File: config.mk
export PLATFORM = sky130hd
export DESIGN_NAME = optic_module_logic_config_regs
export DESIGN_NICKNAME = d
export VERILOG_FILES = /design/src/optic_cfg_pkg.sv /design/src/monitor_shifter.sv /design/src/range_selector.sv /design/src/optic_module_logic_config_regs.sv
export VERILOG_INCLUDE_DIRS = /design/src
export SDC_FILE = /design/constraint.sdc
export NUM_CORES = 1
export LEC_CHECK = 0
export ABC_AREA = 1
export BUFFER_PORTS_ARGS = -buffer_cell sky130_fd_sc_hd__clkbuf_2
export CAP_MARGIN = 20
export CORE_AREA = 4 4 98 100
export DETAILED_ROUTE_END_ITERATION = 16
export DIE_AREA = 0 0 102 104
export HOLD_SLACK_MARGIN = 0.05
export PLACE_DENSITY = 0.84
export SLEW_MARGIN = 30
export SYNTH_ARGS = -nofsm -noshare
export SYNTH_HDL_FRONTEND = slang
export SYNTH_SLANG_ARGS = --single-unit
File: constraint.sdc
create_clock -name core_clk -period 3.7 [get_ports core_clk]
set_clock_uncertainty 0.15 [all_clocks]
set_input_delay 0.925 -clock core_clk [delete_from_list [all_inputs] [get_ports core_clk]]
set_output_delay 0.925 -clock core_clk [all_outputs]
set_load 0.01 [all_outputs]
File: src/optic_cfg_consts.svh
`ifndef OPTIC_CFG_CONSTS_SVH
`define OPTIC_CFG_CONSTS_SVH

// ************************************************************
// Register offsets
// ************************************************************
`define OFS_LOGIC_CONFIGURATION 8'h89
`define OFS_RANGE_FORCE_CONTROL 8'h8A
`define OFS_RESERVED_8B 8'h8B
`define OFS_MAIN_SLAVE_ADDRESS 8'h8C
`define OFS_RESERVED_8D 8'h8D
`define OFS_MONITOR_SHIFT_CONTROL 8'h8E

// ************************************************************
// Reset values and writable masks
// ************************************************************
`define RST_LOGIC_CONFIGURATION 8'h00
`define RST_RANGE_FORCE_CONTROL 8'h00
`define RST_MAIN_SLAVE_ADDRESS 8'hA2
`define RST_MONITOR_SHIFT_CONTROL 8'h00
`define MASK_LOGIC_CONFIGURATION 8'h5D
`define MASK_RANGE_FORCE_CONTROL 8'h03
`define MASK_MONITOR_SHIFT_CONTROL 8'h77
`define READ_ZERO 8'h00

// ************************************************************
// Field positions
// ************************************************************
`define BIT_LOSS_SOURCE_SELECT 6
`define BIT_ADDRESS_SELECT 4
`define BIT_LAYOUT_SELECT 3
`define BIT_TX_FAULT_POLARITY 2
`define BIT_RX_ABSENT_POLARITY 0
`define BIT_FORCE_COARSE_RANGE 1
`define BIT_FORCE_FINE_RANGE 0
`define FLD_SHIFT_ONE_HI 6
`define FLD_SHIFT_ONE_LO 4
`define FLD_SHIFT_TWO_HI 2
`define FLD_SHIFT_TWO_LO 0

// ************************************************************
// Serial slave addresses (upper seven bits are compared)
// ************************************************************
`define FIXED_MAIN_ADDRESS 8'hA2
`define IDENT_MEMORY_ADDRESS 8'hA0

`endif

File: src/optic_cfg_pkg.sv
`default_nettype none

package optic_cfg_pkg;

	typedef enum logic [1:0]
	{
		RANGE_AUTO,
		RANGE_COARSE,
		RANGE_FINE
	} range_choice_t;

endpackage

`default_nettype wire

File: src/monitor_shifter.sv
`timescale 1ns/10ps
`default_nettype none

module monitor_shifter #(
	parameter int DATA_W = 16,
	parameter int SHIFT_W = 3
)
(
	// Clock and reset
	input wire logic core_clk,
	input wire logic resetn,
	// Result path
	input wire logic [DATA_W-1:0] result_in,
	input wire logic [SHIFT_W-1:0] shift_amount,
	output logic [DATA_W-1:0] result_out
);

	always_ff @(posedge core_clk or negedge resetn)
	begin
		if (!resetn)
			result_out <= '0;
		else
			result_out <= result_in >> shift_amount;
	end

	a_shift_result: assert property (@(posedge core_clk) disable iff (!resetn)
		1'b1 |=> result_out == ($past(result_in) >> $past(shift_amount)))
		else $error("Monitor result not shifted by the programmed amount.");

endmodule
`default_nettype wire

File: src/range_selector.sv
`timescale 1ns/10ps
`default_nettype none

module range_selector
(
	// Clock and reset
	input wire logic core_clk,
	input wire logic resetn,
	// Control
	input wire logic force_coarse_range,
	input wire logic force_fine_range,
	input wire logic auto_pick_coarse,
	// Result
	output var optic_cfg_pkg::range_choice_t range_choice,
	output logic use_coarse_range
);

	optic_cfg_pkg::range_choice_t choice_nxt;

	// Coarse wins when both forces are set.
	always_comb
	begin
		if (force_coarse_range)
			choice_nxt = optic_cfg_pkg::RANGE_COARSE;
		else if (force_fine_range)
			choice_nxt = optic_cfg_pkg::RANGE_FINE;
		else
			choice_nxt = optic_cfg_pkg::RANGE_AUTO;
	end

	always_ff @(posedge core_clk or negedge resetn)
	begin
		if (!resetn)
		begin
			range_choice <= optic_cfg_pkg::RANGE_AUTO;
			use_coarse_range <= 1'b0;
		end
		else
		begin
			range_choice <= choice_nxt;
			case (choice_nxt)
				optic_cfg_pkg::RANGE_COARSE: use_coarse_range <= 1'b1;
				optic_cfg_pkg::RANGE_FINE: use_coarse_range <= 1'b0;
				optic_cfg_pkg::RANGE_AUTO: use_coarse_range <= auto_pick_coarse;
				default: use_coarse_range <= 1'b0;
			endcase
		end
	end

	a_coarse_priority: assert property (@(posedge core_clk) disable iff (!resetn)
		force_coarse_range |=> use_coarse_range)
		else $error("Forced coarse range not applied.");

	a_fine_forced: assert property (@(posedge core_clk) disable iff (!resetn)
		(force_fine_range && !force_coarse_range) |=> !use_coarse_range)
		else $error("Forced fine range not applied.");

endmodule
`default_nettype wire

File: src/optic_module_logic_config_regs.sv
`timescale 1ns/10ps
`default_nettype none
`include "optic_cfg_consts.svh"

// Overview of operation
// - Loss source 0: loss flag set while third channel result is below threshold.
// - Loss source 1: loss flag follows the external loss input.
// - Address select 0: main memory answers at fixed address A2h.
// - Address select 1: main memory answers at the programmed address register.
// - Programmed address supports 128 distinct values.
// - Programmed A0h with select 1 silences identification memory.
// - Layout bit picks default or alternate map, effective next command.
// - Internal transmit fault is polarity bit XOR external fault input.
// - Receive loss output is polarity bit XOR external loss input.
// - Force-coarse bit makes third channel use coarse measurement only.
// - Force-fine bit makes third channel use fine measurement only.
// - Both force bits set selects coarse measurement.
// - First channel result right-shifted by bits 6 to 4.
// - Second channel result right-shifted by bits 2 to 0.
// - Unused configuration bits and range bits 7 to 2 have no effect.
// - Shadow select 0 commits writes to nonvolatile store, 1 keeps volatile.
module optic_module_logic_config_regs #(
	parameter int DATA_W = 16
)
(
	// Clock and reset
	input wire logic core_clk,
	input wire logic resetn,
	// Byte access from the two-wire serial engine
	input wire logic reg_wr_stb,
	input wire logic reg_rd_stb,
	input wire logic [7:0] reg_addr,
	input wire logic [7:0] reg_wdata,
	output logic [7:0] reg_rdata,
	// Slave address decode for the serial engine
	input wire logic [7:0] serial_dev_addr,
	output logic addr_match_main,
	output logic addr_match_ident,
	output logic alt_layout_select,
	// Shadow storage control
	input wire logic shadow_select,
	output logic nv_store_req,
	output logic [7:0] nv_store_addr,
	output logic [7:0] nv_store_data,
	// Loss and fault signals
	input wire logic ext_absent_input,
	input wire logic ext_tx_fault_input,
	input wire logic [DATA_W-1:0] monitor_channel_three,
	input wire logic [DATA_W-1:0] loss_threshold,
	output logic signal_absent_flag,
	output logic rx_absent_output,
	output logic tx_fault_internal,
	// Third channel range choice
	input wire logic auto_pick_coarse,
	output var optic_cfg_pkg::range_choice_t range_choice,
	output logic use_coarse_range,
	// First and second channel results
	input wire logic [DATA_W-1:0] monitor_channel_one,
	input wire logic [DATA_W-1:0] monitor_channel_two,
	output logic [DATA_W-1:0] monitor_one_scaled,
	output logic [DATA_W-1:0] monitor_two_scaled
);

	// ************************************************************
	// Register storage
	// ************************************************************
	logic [7:0] logic_configuration_r;
	logic [7:0] range_force_control_r;
	logic [7:0] main_slave_address_r;
	logic [7:0] monitor_shift_control_r;
	logic mapped_wr;

	always_comb
	begin
		case (reg_addr)
			`OFS_LOGIC_CONFIGURATION,
			`OFS_RANGE_FORCE_CONTROL,
			`OFS_MAIN_SLAVE_ADDRESS,
			`OFS_MONITOR_SHIFT_CONTROL: mapped_wr = reg_wr_stb;
			default: mapped_wr = 1'b0;
		endcase
	end

	// Unused configuration, range and shift bits are masked at write time so they can never steer logic.
	always_ff @(posedge core_clk or negedge resetn)
	begin
		if (!resetn)
		begin
			logic_configuration_r <= `RST_LOGIC_CONFIGURATION;
			range_force_control_r <= `RST_RANGE_FORCE_CONTROL;
			main_slave_address_r <= `RST_MAIN_SLAVE_ADDRESS;
			monitor_shift_control_r <= `RST_MONITOR_SHIFT_CONTROL;
		end
		else if (reg_wr_stb)
		begin
			case (reg_addr)
				`OFS_LOGIC_CONFIGURATION:
					logic_configuration_r <= reg_wdata & `MASK_LOGIC_CONFIGURATION;
				`OFS_RANGE_FORCE_CONTROL:
					range_force_control_r <= reg_wdata & `MASK_RANGE_FORCE_CONTROL;
				`OFS_MAIN_SLAVE_ADDRESS:
					main_slave_address_r <= reg_wdata;
				`OFS_MONITOR_SHIFT_CONTROL:
					monitor_shift_control_r <= reg_wdata & `MASK_MONITOR_SHIFT_CONTROL;
				default:
					logic_configuration_r <= logic_configuration_r;
			endcase
		end
	end

	// ************************************************************
	// Read port
	// ************************************************************
	always_ff @(posedge core_clk or negedge resetn)
	begin
		if (!resetn)
			reg_rdata <= `READ_ZERO;
		else if (reg_rd_stb)
		begin
			case (reg_addr)
				`OFS_LOGIC_CONFIGURATION: reg_rdata <= logic_configuration_r;
				`OFS_RANGE_FORCE_CONTROL: reg_rdata <= range_force_control_r;
				`OFS_MAIN_SLAVE_ADDRESS: reg_rdata <= main_slave_address_r;
				`OFS_MONITOR_SHIFT_CONTROL: reg_rdata <= monitor_shift_control_r;
				default: reg_rdata <= `READ_ZERO;
			endcase
		end
	end

	// ************************************************************
	// Shadow storage commit
	// ************************************************************
	// While the shadow is nonvolatile, each accepted write is passed on for storing.
	always_ff @(posedge core_clk or negedge resetn)
	begin
		if (!resetn)
		begin
			nv_store_req <= 1'b0;
			nv_store_addr <= `READ_ZERO;
			nv_store_data <= `READ_ZERO;
		end
		else
		begin
			nv_store_req <= mapped_wr && !shadow_select;
			if (mapped_wr && !shadow_select)
			begin
				nv_store_addr <= reg_addr;
				nv_store_data <= reg_wdata;
			end
		end
	end

	// ************************************************************
	// Slave address decode
	// ************************************************************
	logic addr_sel;
	logic [6:0] main_addr7;
	logic ident_silenced;
	logic [7:0] fixed_main_addr;
	logic [7:0] ident_addr;

	// The read/write bit of the address byte is ignored, giving 128 addresses.
	assign fixed_main_addr = `FIXED_MAIN_ADDRESS;
	assign ident_addr = `IDENT_MEMORY_ADDRESS;
	assign addr_sel = logic_configuration_r[`BIT_ADDRESS_SELECT];
	assign main_addr7 = addr_sel ? main_slave_address_r[7:1] : fixed_main_addr[7:1];
	assign ident_silenced = addr_sel && (main_slave_address_r[7:1] == ident_addr[7:1]);
	assign addr_match_main = serial_dev_addr[7:1] == main_addr7;
	assign addr_match_ident = !ident_silenced && (serial_dev_addr[7:1] == ident_addr[7:1]);
	// Taken straight from the register so the very next command sees the new map.
	assign alt_layout_select = logic_configuration_r[`BIT_LAYOUT_SELECT];

	// ************************************************************
	// Loss and fault logic
	// ************************************************************
	always_ff @(posedge core_clk or negedge resetn)
	begin
		if (!resetn)
		begin
			signal_absent_flag <= 1'b0;
			rx_absent_output <= 1'b0;
			tx_fault_internal <= 1'b0;
		end
		else
		begin
			if (logic_configuration_r[`BIT_LOSS_SOURCE_SELECT])
				signal_absent_flag <= ext_absent_input;
			else
				signal_absent_flag <= monitor_channel_three < loss_threshold;
			rx_absent_output <= logic_configuration_r[`BIT_RX_ABSENT_POLARITY] ^ ext_absent_input;
			tx_fault_internal <= logic_configuration_r[`BIT_TX_FAULT_POLARITY] ^ ext_tx_fault_input;
		end
	end

	// ************************************************************
	// Third channel range and channel scaling
	// ************************************************************
	range_selector u_range
	(
		.core_clk(core_clk),
		.resetn(resetn),
		.force_coarse_range(range_force_control_r[`BIT_FORCE_COARSE_RANGE]),
		.force_fine_range(range_force_control_r[`BIT_FORCE_FINE_RANGE]),
		.auto_pick_coarse(auto_pick_coarse),
		.range_choice(range_choice),
		.use_coarse_range(use_coarse_range)
	);

	monitor_shifter #(.DATA_W(DATA_W), .SHIFT_W(3)) u_shift_one
	(
		.core_clk(core_clk),
		.resetn(resetn),
		.result_in(monitor_channel_one),
		.shift_amount(monitor_shift_control_r[`FLD_SHIFT_ONE_HI:`FLD_SHIFT_ONE_LO]),
		.result_out(monitor_one_scaled)
	);

	monitor_shifter #(.DATA_W(DATA_W), .SHIFT_W(3)) u_shift_two
	(
		.core_clk(core_clk),
		.resetn(resetn),
		.result_in(monitor_channel_two),
		.shift_amount(monitor_shift_control_r[`FLD_SHIFT_TWO_HI:`FLD_SHIFT_TWO_LO]),
		.result_out(monitor_two_scaled)
	);

	// ************************************************************
	// Checks
	// ************************************************************
	a_loss_analog: assert property (@(posedge core_clk) disable iff (!resetn)
		!logic_configuration_r[`BIT_LOSS_SOURCE_SELECT]
		|=> signal_absent_flag == ($past(monitor_channel_three) < $past(loss_threshold)))
		else $error("Analog loss comparison wrong.");

	a_loss_digital: assert property (@(posedge core_clk) disable iff (!resetn)
		logic_configuration_r[`BIT_LOSS_SOURCE_SELECT] |=> signal_absent_flag == $past(ext_absent_input))
		else $error("Digital loss source not followed.");

	a_fixed_address: assert property (@(posedge core_clk) disable iff (!resetn)
		!logic_configuration_r[`BIT_ADDRESS_SELECT]
		|-> addr_match_main == (serial_dev_addr[7:1] == fixed_main_addr[7:1]))
		else $error("Fixed main address not used.");

	a_prog_address: assert property (@(posedge core_clk) disable iff (!resetn)
		logic_configuration_r[`BIT_ADDRESS_SELECT]
		|-> addr_match_main == (serial_dev_addr[7:1] == main_slave_address_r[7:1]))
		else $error("Programmed main address not used.");

	a_ident_silent: assert property (@(posedge core_clk) disable iff (!resetn)
		(logic_configuration_r[`BIT_ADDRESS_SELECT] && main_slave_address_r[7:1] == ident_addr[7:1])
		|-> !addr_match_ident)
		else $error("Identification memory still answers.");

	a_ident_decode: assert property (@(posedge core_clk) disable iff (!resetn)
		(!logic_configuration_r[`BIT_ADDRESS_SELECT] && serial_dev_addr[7:1] == ident_addr[7:1])
		|-> addr_match_ident)
		else $error("Identification memory lost under fixed addressing.");

	a_addr_store: assert property (@(posedge core_clk) disable iff (!resetn)
		(reg_wr_stb && reg_addr == `OFS_MAIN_SLAVE_ADDRESS)
		|=> main_slave_address_r[7:1] == $past(reg_wdata[7:1]))
		else $error("Programmed main address lost bits.");

	a_layout_next: assert property (@(posedge core_clk) disable iff (!resetn)
		(reg_wr_stb && reg_addr == `OFS_LOGIC_CONFIGURATION)
		|=> alt_layout_select == $past(reg_wdata[`BIT_LAYOUT_SELECT]))
		else $error("Layout select not effective after write.");

	a_tx_fault_xor: assert property (@(posedge core_clk) disable iff (!resetn)
		1'b1 |=> tx_fault_internal ==
		($past(logic_configuration_r[`BIT_TX_FAULT_POLARITY]) ^ $past(ext_tx_fault_input)))
		else $error("Transmit fault polarity wrong.");

	a_rx_absent_xor: assert property (@(posedge core_clk) disable iff (!resetn)
		1'b1 |=> rx_absent_output ==
		($past(logic_configuration_r[`BIT_RX_ABSENT_POLARITY]) ^ $past(ext_absent_input)))
		else $error("Receive loss polarity wrong.");

	a_unused_zero: assert property (@(posedge core_clk) disable iff (!resetn)
		(logic_configuration_r & ~`MASK_LOGIC_CONFIGURATION) == 8'h00
		&& (range_force_control_r & ~`MASK_RANGE_FORCE_CONTROL) == 8'h00)
		else $error("Unused configuration bits were stored.");

	a_reserved_read: assert property (@(posedge core_clk) disable iff (!resetn)
		(reg_rd_stb && (reg_addr == `OFS_RESERVED_8B || reg_addr == `OFS_RESERVED_8D))
		|=> reg_rdata == 8'h00)
		else $error("Reserved location read nonzero.");

	a_reserved_write: assert property (@(posedge core_clk) disable iff (!resetn)
		(reg_wr_stb && (reg_addr == `OFS_RESERVED_8B || reg_addr == `OFS_RESERVED_8D))
		|=> $stable(logic_configuration_r) && $stable(range_force_control_r)
		&& $stable(main_slave_address_r) && $stable(monitor_shift_control_r))
		else $error("Reserved location write changed a register.");

	a_shift_wiring: assert property (@(posedge core_clk) disable iff (!resetn)
		1'b1 |=> monitor_one_scaled == ($past(monitor_channel_one)
		>> $past(monitor_shift_control_r[`FLD_SHIFT_ONE_HI:`FLD_SHIFT_ONE_LO]))
		&& monitor_two_scaled == ($past(monitor_channel_two)
		>> $past(monitor_shift_control_r[`FLD_SHIFT_TWO_HI:`FLD_SHIFT_TWO_LO])))
		else $error("Channel scaling does not follow the shift fields.");

	a_shadow_commit: assert property (@(posedge core_clk) disable iff (!resetn)
		(mapped_wr && !shadow_select) |=> nv_store_req && nv_store_data == $past(reg_wdata))
		else $error("Nonvolatile commit missing.");

	a_shadow_volatile: assert property (@(posedge core_clk) disable iff (!resetn)
		shadow_select |=> !nv_store_req)
		else $error("Commit issued while shadow is volatile.");

endmodule
`default_nettype wire

==> impl_results.md <==
- Status: finished clean
- Hold Path Class: register to register
- Fin nets: 832
- DR iter-0 viols: 201
- CTS Root Cell: clkbuf_8
- Final max-slew violation count: 0
- Postcts setup bufs: 0
- Vias: 4341
- Worst EP arrival: 1700 ps
- Synth warnings: 0
- Post-synth cell types: 34
- Mean Syn Cell Area: 8.023 um2
- Area grow syn2layout: 21.10%
- Tcrit/Tclk final: 74.99%
- Post-synthesis compound-gate area fraction: 7.676%
- Num CTS Buffers: 9
- Post-synthesis simple-gate area fraction: 31.08%
- ANT nets after route: 0
- Register area share after synthesis: 45.65%
- Vias in the first global route: 4169
- CTS sink count: 84
- Post-Synthesis Cells: 575
- Initial antenna violation count: 0
- VDD IR-drop max: 0.2259 mV
- Req. time, crit path: 2620 ps
- I/O pins: 162
- DIE AREA: 10610 um2
- Global-route wire length before repair: 18800 um
- Die Y: 104 um
- Vias/cell: 5.211
- Post-synthesis xor/xnor area fraction: 1.519%
- Drt first pass iters: 5
- Width of the chip: 102 um
- Syn_nets: 686
- Startpoint Class: primary input
- H-tree levels: 3
- RSZ-0062 raised after global routing: no
- FP Rows: 34
- PortBufs: 160
- CP Capture Type: output port
- TritonCTS clock tree: built
- Largest family of logic cells by synthesized area: simple AND/OR/NAND/NOR gates
- Drt wl/cell: 13.75 um
- Mapped cell area: 4613 um2
- Mux cell area share after synthesis: 3.038%
- Starting density of the core: 53.16%
- Final Core Density: 64.37%
- Post-Synth Adder-Cell Area: 4.068%
- Final worst slack: 925.5 ps
- Placed Area: 5406 um2
- CP Max Fanout: 2
- Antenna cells: 0
- Slew HR: 51.11%
- DP HPWL: 9168 um
- Global route overflow: 0
- Final TNS setup: 0 ps
- Pleak: 3.174 nW
- PostCTS Resize Cnt: 0
- Worst r2r path cells: 5
- GRT Overall Usage: 21.77%
- Setup violators final: 0
- Core Region: 8678 um2
- Maxcap violations: 0
- Post-CTS Hold Fix Bufs: 0
- Hold Violations, Final: 0
- Layout cells sized above 1: 28.55%
- Fin crit period: 2774 ps
- Buffer depth of the longest clock path: 2
- Register clock-pin slew on the reported worst setup and hold paths: 70 ps
- Gpl congestion: 0.9055
- Crit path kind: primary input to output port
- Pwr/cell area: 353.2 nW/um2
- Hold path depth: 0
- Least-Margin Pin Slew: 733.4 ps
- Worst skew pair latency: 350 ps
- WL final: 11450 um
- Largest net degree at the start of global routing: 85
- DRC violations left: 0
- Pre-CTS WS: 922.8 ps
- Final instance area: 5587 um2
- Max Clk Rate: 0.3604 GHz
- Power Total: 1.973 mW
- Flops & latches, synth: 84
==> cells by family after synthesis <==
kind of cell | count (synthesis)
XOR/XNOR | 8
AND/OR/NAND/NOR | 317
adder cells (fa/ha/maj) | 15
AO/OA/AOI/OAI | 66
flip-flops | 84
buffers and inverters | 71
multiplexers | 14
==> final timing paths <==
| kind | startpoint | to | slack [ps] |
|---|---|---|---|
| max in group asynchronous | resetn | u_shift_one.result_out[10]$_DFF_PN0_ | 2430 |
| min reg2reg | range_force_control_r[1]$_DFFE_PN0P_ | u_range.range_choice[0]$_DFF_PN0_ | 310 |
| max | serial_dev_addr[1] | addr_match_ident | 930 |
| min | range_force_control_r[1]$_DFFE_PN0P_ | u_range.range_choice[0]$_DFF_PN0_ | 310 |
| max reg2reg | monitor_shift_control_r[0]$_DFFE_PN0P_ | u_shift_two.result_out[6]$_DFF_PN0_ | 1670 |
| min in group asynchronous | resetn | nv_store_addr[0]$_DFFE_PN0P_ | 450 |
==> worst max-delay path: stages <==
cell and delay (ps):
clkbuf_2 100, nor4_1 260, nand4_1 120, a21oi_1 140, clkbuf_2 150
==> where the power goes <==
group          total (mW)  switching (mW)  leakage [nW]  internal (mW)
combinational       0.359           0.215          2.06          0.144
clock               0.591           0.316        0.0872          0.275
sequential           1.02          0.0433          1.03          0.981
==> metal layers <==
| layer | global-route usage (%) | wire (um) |
|---|---|---|
| met5 | 0 | 0 |
| met4 | 8.529 | 313 |
| met2 | 37.19 | 5830 |
| met3 | 3.890 | 705 |
| met1 | 26.88 | 4600 |
==> registers in the layout, indices dropped and copies added (netlist names) <==
| register | count |
|---|---|
| u_shift_one.result_out | 16 |
| u_range.range_choice | 2 |
| nv_store_req | 1 |
| range_force_control_r | 2 |
| u_range.use_coarse_range | 1 |
| nv_store_addr | 8 |
| logic_configuration_r | 5 |
| reg_rdata | 8 |
| nv_store_data | 8 |
| main_slave_address_r | 8 |
| monitor_shift_control_r | 6 |
| signal_absent_flag | 1 |
| rx_absent_output | 1 |
| tx_fault_internal | 1 |
| u_shift_two.result_out | 16 |
==> stage by stage <==
stage / std cells / hold slack, ps
final: 833 / 313.8
after global routing: 833 / 313.8
after CTS: 833 / 306.0
after detailed placement: 818 / 291.8
after global placement: 818 / 289.0
after floorplan: 575 / 259.1
==> cell usage in the layout, fill, tap and decap left out, drive strengths merged <==
master    Yosys  routed
o21ai        57      57
o31ai         1       1
o21bai        1       1
mux2i        14      14
nand3        64      64
clkinv        1       3
clkinvlp      0       2
xor2          4       4
nand2       212     212
inv          44      44
nand4         3       3
clkbuf       10     170
xnor2         4       4
dfstp         3       3
nor3          7       7
dfrtp        81      81
nor4          4       4
and2          1       1
a21oi         7       7
nor2         26      26
buf          16       2
ha           15      15
==> area by class of cell <==
cell class / instances / area (um2)
Timing Repair Buffer: 161 / 814.5
Clock inverter: 4 / 25.02
Sequential cell: 84 / 2106
Tap cell: 108 / 135.1
Inverter: 45 / 168.9
Multi-Input combinational cell: 420 / 2186
Fill cell: 748 / 3092
Clock buffer: 11 / 151.4
==> synthesized netlist by cell type (all sizes together) <==
library cell / instances / share of area (%)
inv: 44 / 3.6
nand4: 3 / 0.41
nor4: 4 / 0.54
clkbuf: 10 / 0.81
o21bai: 1 / 0.16
xor2: 4 / 0.76
dfstp: 3 / 1.7
nor3: 7 / 1.4
nor2: 26 / 3.3
buf: 16 / 2.5
o31ai: 1 / 0.16
xnor2: 4 / 0.76
o21ai: 57 / 6.6
nand3: 64 / 6.9
ha: 15 / 4.1
nand2: 212 / 18
a21oi: 7 / 0.76
dfrtp: 81 / 44
clkinv: 1 / 0.081
and2: 1 / 0.14
mux2i: 14 / 3.0
Power figures use the tool's default switching activity.
